File: src/include/comparator_control_pkg.sv
// Constants and carrier types for the comparator control logic.
// Assumes an 8-bit register port on the single system clock.
package comparator_control_pkg;

    // Register offsets
    localparam logic [7:0] CONVERTER_CONTROL_B_ADDR       = 8'h7B;
    localparam logic [7:0] COMPARATOR_CONTROL_STATUS_ADDR = 8'h50;
    localparam logic [7:0] DIGITAL_INPUT_DISABLE_ONE_ADDR = 8'h7F;

    // converter_control_b fields
    localparam int         MUX_ENABLE_BIT    = 6;
    localparam int         TRIGGER_MSB       = 2;
    localparam logic [7:0] CONV_B_READ_MASK  = 8'h47;
    localparam logic [7:0] CONV_B_RESET      = 8'h00;

    // comparator_control_status fields
    localparam int         POWER_OFF_BIT     = 7;
    localparam int         BANDGAP_BIT       = 6;
    localparam int         RESULT_BIT        = 5;
    localparam int         IRQ_FLAG_BIT      = 4;
    localparam int         IRQ_ENABLE_BIT    = 3;
    localparam int         CAPTURE_ROUTE_BIT = 2;
    localparam int         MODE_MSB          = 1;
    localparam logic [7:0] CONTROL_RESET     = 8'h00;

    // digital_input_disable_one fields
    localparam int         NEG_BUF_OFF_BIT   = 1;
    localparam int         POS_BUF_OFF_BIT   = 0;
    localparam logic [1:0] BUF_OFF_RESET     = 2'h0;

    // Interrupt mode encodings
    localparam logic [1:0] MODE_TOGGLE       = 2'h0;
    localparam logic [1:0] MODE_RESERVED     = 2'h1;
    localparam logic [1:0] MODE_FALLING      = 2'h2;
    localparam logic [1:0] MODE_RISING       = 2'h3;

    // Synchroniser depth in flops
    localparam int         SYNC_STAGES       = 2;

    typedef struct packed {
        logic [7:0] addr;
        logic [7:0] wdata;
        logic       we;
        logic       re;
    } reg_req_t;

    typedef struct packed {
        logic       use_channel;
        logic [2:0] channel;
    } neg_sel_t;

endpackage

File: src/hdl/comparator_control_logic.sv
// Digital control around an analog voltage comparator: input selection,
// result synchroniser, event detection, interrupt flag and capture routing.
// Assumes the analog comparator and pins are asynchronous to i_mclk and that
// converter enable, channel select, global enable and vector ack are on i_mclk.
//
// Behaviour
// - Result bit reads one when positive input exceeds negative input.
// - Mux enable set and converter off selects channel 0-7 as negative input.
// - Bandgap select feeds internal reference to positive input, else pin.
// - Raw comparator output is synchronised, one to two cycles latency.
// - Interrupt flag sets on the event chosen by the mode field.
// - Mode 00 toggle, 01 reserved, 10 falling, 11 rising.
// - Interrupt requested only with flag, enable and global enable all one.
// - Flag clears when the processor takes the comparator vector.
// - Writing one to the flag clears it; zero leaves it.
// - Writing one to the power-off bit switches comparator power off.
// - Capture route bit feeds comparator output to the timer capture input.
// - Buffer-off bit disables pin input buffer; pin level reads zero.
// - Converter control B holds mux enable bit 6, trigger bits 2-0.
`timescale 1ns/1ns
module comparator_control_logic (
    // Clock and reset
    input  wire logic                           i_mclk,
    input  wire logic                           i_resetn,
    // Register port
    input  wire comparator_control_pkg::reg_req_t i_req,
    output logic [7:0]                          o_rdata,
    // Analog side
    input  wire logic                           i_cmp_raw,
    output logic                                o_bandgap_select,
    output comparator_control_pkg::neg_sel_t    o_neg_sel,
    output logic                                o_comparator_power_off,
    // Converter context
    input  wire logic                           i_converter_enable,
    input  wire logic [2:0]                     i_channel_select,
    output logic [2:0]                          o_trigger_source_select,
    // Interrupt context
    input  wire logic                           i_global_irq_enable,
    input  wire logic                           i_vector_taken,
    output logic                                o_irq,
    // Timer capture front end
    input  wire logic                           i_capture_pin,
    output logic                                o_capture_source,
    // Comparator pins, digital side
    input  wire logic                           i_positive_input_pin,
    input  wire logic                           i_negative_input_pin,
    output logic                                o_positive_pin_buffer_off,
    output logic                                o_negative_pin_buffer_off,
    output logic [1:0]                          o_pin_level
);
    import comparator_control_pkg::*;

    logic [7:0] conv_b_r;
    logic [7:0] control_r;
    logic [1:0] buf_off_r;
    logic [7:0] rdata_r;
    logic [3:0] sync1_r;
    logic [3:0] sync2_r;
    logic       prev_r;
    logic       result;
    logic       event_hit;
    logic       flag_clear;
    logic       flag_nxt;
    logic       wr_conv_b;
    logic       wr_control;
    logic       wr_buf_off;

    assign wr_conv_b  = i_req.we && (i_req.addr == CONVERTER_CONTROL_B_ADDR);
    assign wr_control = i_req.we && (i_req.addr == COMPARATOR_CONTROL_STATUS_ADDR);
    assign wr_buf_off = i_req.we && (i_req.addr == DIGITAL_INPUT_DISABLE_ONE_ADDR);

    // Two-flop synchronisers: comparator, capture pin, both comparator pins
    always_ff @(posedge i_mclk or negedge i_resetn) begin
        if (!i_resetn) begin
            sync1_r <= 4'h0;
            sync2_r <= 4'h0;
        end else begin
            sync1_r <= {i_negative_input_pin, i_positive_input_pin, i_capture_pin, i_cmp_raw};
            sync2_r <= sync1_r;
        end
    end

    assign result = sync2_r[0];

    // Previous synchronised value for edge detection
    always_ff @(posedge i_mclk or negedge i_resetn) begin
        if (!i_resetn) begin
            prev_r <= 1'b0;
        end else begin
            prev_r <= result;
        end
    end

    // Event selection; the reserved code never raises the flag
    always_comb begin
        unique case (control_r[MODE_MSB:0])
            MODE_TOGGLE:   event_hit = result ^ prev_r;
            MODE_FALLING:  event_hit = prev_r & ~result;
            MODE_RISING:   event_hit = ~prev_r & result;
            MODE_RESERVED: event_hit = 1'b0;
        endcase
    end

    // An event in the clearing cycle wins, so it is never lost
    assign flag_clear = i_vector_taken
                        || (wr_control && i_req.wdata[IRQ_FLAG_BIT]);
    assign flag_nxt   = event_hit || (control_r[IRQ_FLAG_BIT] && !flag_clear);

    // Comparator control and status register
    always_ff @(posedge i_mclk or negedge i_resetn) begin
        if (!i_resetn) begin
            control_r <= CONTROL_RESET;
        end else begin
            control_r[IRQ_FLAG_BIT] <= flag_nxt;
            control_r[RESULT_BIT]   <= 1'b0;
            if (wr_control) begin
                control_r[POWER_OFF_BIT]     <= i_req.wdata[POWER_OFF_BIT];
                control_r[BANDGAP_BIT]       <= i_req.wdata[BANDGAP_BIT];
                control_r[IRQ_ENABLE_BIT]    <= i_req.wdata[IRQ_ENABLE_BIT];
                control_r[CAPTURE_ROUTE_BIT] <= i_req.wdata[CAPTURE_ROUTE_BIT];
                control_r[MODE_MSB:0]        <= i_req.wdata[MODE_MSB:0];
            end
        end
    end

    // Converter control B: only mux enable and trigger select are stored
    always_ff @(posedge i_mclk or negedge i_resetn) begin
        if (!i_resetn) begin
            conv_b_r <= CONV_B_RESET;
        end else if (wr_conv_b) begin
            conv_b_r <= i_req.wdata & CONV_B_READ_MASK;
        end
    end

    // Digital input buffer disables
    always_ff @(posedge i_mclk or negedge i_resetn) begin
        if (!i_resetn) begin
            buf_off_r <= BUF_OFF_RESET;
        end else if (wr_buf_off) begin
            buf_off_r <= i_req.wdata[1:0];
        end
    end

    // Read data stands for the cycle after the strobe only
    always_ff @(posedge i_mclk or negedge i_resetn) begin
        if (!i_resetn) begin
            rdata_r <= 8'h00;
        end else if (i_req.re) begin
            unique case (i_req.addr)
                CONVERTER_CONTROL_B_ADDR:       rdata_r <= conv_b_r;
                COMPARATOR_CONTROL_STATUS_ADDR: begin
                    rdata_r             <= control_r;
                    rdata_r[RESULT_BIT] <= result;
                end
                DIGITAL_INPUT_DISABLE_ONE_ADDR: rdata_r <= {6'h00, buf_off_r};
                default:                        rdata_r <= 8'h00;
            endcase
        end else begin
            rdata_r <= 8'h00;
        end
    end

    assign o_rdata = rdata_r;

    // Analog selection
    assign o_bandgap_select       = control_r[BANDGAP_BIT];
    assign o_neg_sel = '{use_channel: conv_b_r[MUX_ENABLE_BIT] && !i_converter_enable,
                         channel:     i_channel_select};
    assign o_comparator_power_off = control_r[POWER_OFF_BIT];
    assign o_trigger_source_select = conv_b_r[TRIGGER_MSB:0];

    // Interrupt request is a level while all three terms hold
    assign o_irq = control_r[IRQ_FLAG_BIT] && control_r[IRQ_ENABLE_BIT]
                   && i_global_irq_enable;

    // Capture input uses the synchronised result when routed, else the synchronised pin; both have the 1-2 cycle lag
    assign o_capture_source = control_r[CAPTURE_ROUTE_BIT] ? result : sync2_r[1];

    // Pin buffers and pin-level reads
    assign o_positive_pin_buffer_off = buf_off_r[POS_BUF_OFF_BIT];
    assign o_negative_pin_buffer_off = buf_off_r[NEG_BUF_OFF_BIT];
    assign o_pin_level = {sync2_r[3] && !buf_off_r[NEG_BUF_OFF_BIT],
                          sync2_r[2] && !buf_off_r[POS_BUF_OFF_BIT]};
endmodule

File: config.mk
export PLATFORM = sky130hd
export DESIGN_NAME = comparator_control_logic
export DESIGN_NICKNAME = d
export VERILOG_FILES = /design/src/include/comparator_control_pkg.sv /design/src/hdl/comparator_control_logic.sv
export SDC_FILE = /design/constraint.sdc
export NUM_CORES = 1
export LEC_CHECK = 0
export BUFFER_PORTS_ARGS = -buffer_cell sky130_fd_sc_hd__buf_2
export CELL_PAD_IN_SITES_DETAIL_PLACEMENT = 0
export CELL_PAD_IN_SITES_GLOBAL_PLACEMENT = 1
export CORE_MARGIN = 10
export CORE_UTILIZATION = 39
export CTS_CLUSTER_DIAMETER = 60
export DETAILED_ROUTE_END_ITERATION = 10
export PLACE_DENSITY = 0.83
export SYNTH_ARGS = -nofsm -noshare
export SYNTH_HDL_FRONTEND = slang
export SYNTH_SLANG_ARGS = --single-unit
File: constraint.sdc
create_clock -name i_mclk -period 2.5 [get_ports i_mclk]
set_input_delay 0.125 -clock i_mclk [delete_from_list [all_inputs] [get_ports i_mclk]]
set_output_delay 0.125 -clock i_mclk [all_outputs]
set_load 0.02 [all_outputs]
# Word level (Yosys, flattened, before mapping)
# Index checks and enable logic that the tools add are counted.
[totals]
out_inout_bits = 23
ff_bits = 30
input_bits = 30
[classes]
n_reduce_logical = 17
n_bitwise = 5
n_eq_ne = 6
mux = 4
[op_table]
columns = ["cell", "count"]
rows = [
  ["$eq 8x7->1 const B", 3],
  ["$pmux 8 s3", 1],
  ["$logic_and 1x1->1", 10],
  ["$mux 8", 1],
  ["$eq 2x2->1 const B", 2],
  ["$logic_not 1->1", 4],
  ["$pmux 1 s4", 1],
  ["$and 1x1->1", 2],
  ["$eq 2x1->1 const B", 1],
  ["$logic_not 2->1", 1],
  ["$logic_or 1x1->1", 2],
  ["$not 1->1", 2],
  ["$mux 1", 1],
  ["$xor 1x1->1", 1],
]

# Depth between registers and ports, before layout
[logic_depth]
depth_word = 7
mapped_depth = 4

# Worst setup path before layout
# No wires, ideal clock.
[synth_path]
path_type = "in2reg"
from = "input i_req[12] (netlist bit)"
to = "register control_r[0]"
slack_ns = 1.002
t_arrival_ns = 1.373
setup_time_ns = 0.125
n_path_buf = 1
required_time_ns = 2.375
cell_stages = 4
path_cell_list = "buf_6 or4_4 nor3_4 mux2_2"
[synth_via]
elab_chain_len = 2
[synth_rtl]
columns = ["item", "line_no", "text"]
rows = [
  ["start, declared", "comparator_control_logic.sv:26", "input wire comparator_control_pkg::reg_req_t i_req,"],
  ["$eq 8x7->1", "comparator_control_logic.sv:69", "assign wr_control = i_req.we && (i_req.addr == COMPARATOR_CONTROL_STATUS_ADDR);"],
  ["$logic_and 1x1->1", "comparator_control_logic.sv:69", ""],
  ["end signal, assigned by index", "comparator_control_logic.sv:114", "control_r[IRQ_FLAG_BIT] <= flag_nxt;"],
  ["end signal, assigned by index", "comparator_control_logic.sv:117", "control_r[POWER_OFF_BIT] <= i_req.wdata[POWER_OFF_BIT];"],
  ["end signal, assigned by index", "comparator_control_logic.sv:118", "control_r[BANDGAP_BIT] <= i_req.wdata[BANDGAP_BIT];"],
  ["end, declared", "comparator_control_logic.sv:54", "logic [7:0] control_r;"],
]
# No other way between the ends.
# A chain may end at the register's enable or synchronous reset.

# Final worst setup path
[layout_path]
from = "register control_r[2]"
to = "output o_capture_source"
[layout_via]
elab_chain_len = 1
[layout_rtl]
columns = ["item", "line_no", "text"]
rows = [
  ["$mux 1", "comparator_control_logic.sv:177", "assign o_capture_source = control_r[CAPTURE_ROUTE_BIT] ? result : sync2_r[1];"],
  ["end, declared", "comparator_control_logic.sv:43", "output logic o_capture_source,"],
]
# No other way between the ends.

==> out/results.ini <==
[pwr]
power.switching_mw=0.221
p_int_mw=0.684
p_per_area_nw_per_um2=569
total_leakage_power_nw=0.828
switching_share_pct=24.4
irDropWorstVdd_uv=315
combPwrFrac_pct=10.4
power_frac_clock_pct=32.7
seq_power_share_pct=56.9

[grt]
grt_use_met2_pct=15.6
busiest_layer=met2
grt_pass1_wl_um=4750
grt_pass1_vias=991
track_usage_pct=10.0
grt_max_degree=31
use_met3_pct=5.94
grt-ovfl-total=0
grtUsageMet1_pct=11.2
antenna_found_initial=0

[sta]
rsz0062_at_grt=false
slew_headroom_pct=41.2
finalCriticalPeriod_ns=1.34
finalCritPeriodShare_pct=53.6
final.setup.tns_ns=0
final_max_slew_viol_count=0
worst-slew-pin-transition_ns=0.873
hold_viol=0
skew_ns=0.0120
setup_viol=0
max_freq_mhz=746

[finish]
diodes=0
nFillCells=287
fin_cells=185
ff_latch_area_um2=751
nets=172
areaGrowthSynthToFinish_pct=26.2
drive_above_1_share_pct=50.4
multi_input_area_um2=437

[run]
max-cap-violations=0

[worst_setup_path]
crit_family=flip-flops
cpPeakStageDelay_ns=0.39
start_kind=register
cp-end-kind=primary output
critPathRequiredTime_ns=2.38
critical_path_arrival_ns=1.22
crit_type=register to primary output
cp_cell_sequence=mux2_2 -> buf_2
crit_path_max_fanout=3
crit_slowest_cell=dfrtp_1
timing.critical_path.buf_inv=1

[synthesis]
ys_seq_area_share_pct=59.6
synth_edf_count=0
synthFlopType=dfrtp_1
synthesis.nets=123
synthMostInstantiatedCell=dfrtp_1
synth_top_area_share_pct=59.6
ys_ff_latch=30
ys_warn_count=0
yosys-top-cells-count=30 x dfrtp_1, 16 x mux2_2, 6 x buf_4
syn_inst=91
yosys.area.top_type=dfrtp_1
synth.area.top_cells=dfrtp_1 60%, mux2_2 14%, buf_4 3.6%
synth_cell_types=26
synth_area_um2=1260
synthArstFlopShare_pct=100
syn_area_per_cell_um2=13.8

[clocking]
worstSkewPairLatency_ns=0.33
htreeDepth=2
cts_tree=built
post_cts_resized=0
cts_buffers=5
cts_buffer_depth=2
postCtsSetupBuffers=0
clkSlewWorstSetupHoldPaths_ns=0.09
root_buffer=clkbuf_4
clock_sinks=30

[route]
drc=0
wire_per_inst_um=15.4
drtIter0Drc=27
dr_total_vias=883
first_pass_iters=4
wirelength_um=2840
drtAntennaViolNets=0
viasPerCell=4.77

[place]
dp_hpwl_um=2240
routabilityCongestion=0.763
numPortBuffers=45
placed_cells=172

[floorplan]
start_util_pct=40.9
core_um2=3080
ios=53
rows=20
die_area_um2=5900
chipWidth_um=76.8
fp.dieH_um=76.8

[run_status]
status=finished, final reports clean

[hold_path]
hold_path_class=primary input to register

[per-stage QoR]
step / utilization [%] / instance area, um^2 / hold slack (ns) / power (mW) / setup slack [ns]
2_1_floorplan: - / 1260 / -0.171 / 0.576 / 1.00
3_3_place_gp: 48.0 / 1480 / 0.179 / 0.609 / 0.836
3_5_place_dp: 48.0 / 1480 / 0.197 / 0.614 / 0.803
4_1_cts: 51.6 / 1590 / 0.0193 / 0.918 / 1.14
5_1_grt: 51.6 / 1590 / 0.0128 / 0.955 / 1.10
6_report: 51.6 / 1590 / 0.0335 / 0.904 / 1.16
[power by group through the flow]
stage,Combinational [mW],Sequential [mW],Clock [mW]
2_1_floorplan,0.0507,0.525,0
3_3_place_gp,0.0854,0.524,0
3_5_place_dp,0.0896,0.525,0
4_1_cts,0.0959,0.515,0.308
5_1_grt,0.104,0.518,0.333
6_report,0.0939,0.515,0.295
[cell type report]
type | count | share of cell area [%]
Clock buffer | 7 | 3.46
Clock inverter | 1 | 0.315
Inverter | 3 | 0.709
Multi-Input combinational cell | 50 | 27.5
Sequential cell | 30 | 47.2
Tap cell | 44 | 3.46
Timing Repair Buffer | 50 | 17.3
[what timing repair did]
item                       in CTS  in global routing
hold endpoints to repair       34                  0
setup endpoints to repair       0                  0
hold buffers                    5                  0
[flip-flops by register name (all words and copies together), names as in the netlist]
name and count:
o_rdata 8, control_r 7, conv_b_r 4, sync1_r 4
sync2_r 4, buf_off_r 2, prev_r 1
[cells in the final DEF (no fill, tap or decap), drive strengths merged, types with 2 or more instances in the layout]
cell and n:
buf 45, dfrtp 30, mux2 16, clkbuf 7, dlygate4sd3 5, and2 3, inv 3, nand3 3
nor2b 3, nor3 3, nand4b 2, nand3b 2, nor4 2, a21oi 2, a32oi 2, nor2 2
ha 2
[kinds of logic after synthesis]
logic type,Yosys count,share of synthesized area (%)
AOI/OAI and AO/OA,6,3.58
adders and majority gates,2,1.99
buffers and inverters,11,5.67
DFF,30,59.6
muxes,16,14.3
and+or+nand+nor,26,14.8
[per-layer routing]
metal | routed length (um) | up-vias
met3 | 244 | 4
li1 | - | 417
met1 | 1130 | 429
met2 | 1440 | 33
met4 | 25 | 0
met5 | 0 | -
[final timing paths]
path / endpoint / cells after the start / from / slack [ns]
max: o_capture_source / 2 / control_r[2]$_DFFE_PN0P_ / 1.16
min: control_r[7]$_DFFE_PN0P_ / 2 / i_req[9] / 0.03
max reg2reg: control_r[4]$_DFF_PN0_ / 4 / sync2_r[0]$_DFF_PN0_ / 1.19
min reg2reg: sync2_r[0]$_DFF_PN0_ / 0 / sync1_r[0]$_DFF_PN0_ / 0.35
max in group asynchronous: control_r[3]$_DFFE_PN0P_ / 2 / i_resetn / 1.72
min in group asynchronous: sync1_r[3]$_DFF_PN0_ / 2 / i_resetn / 0.35
Power figures use the tool's default switching activity.
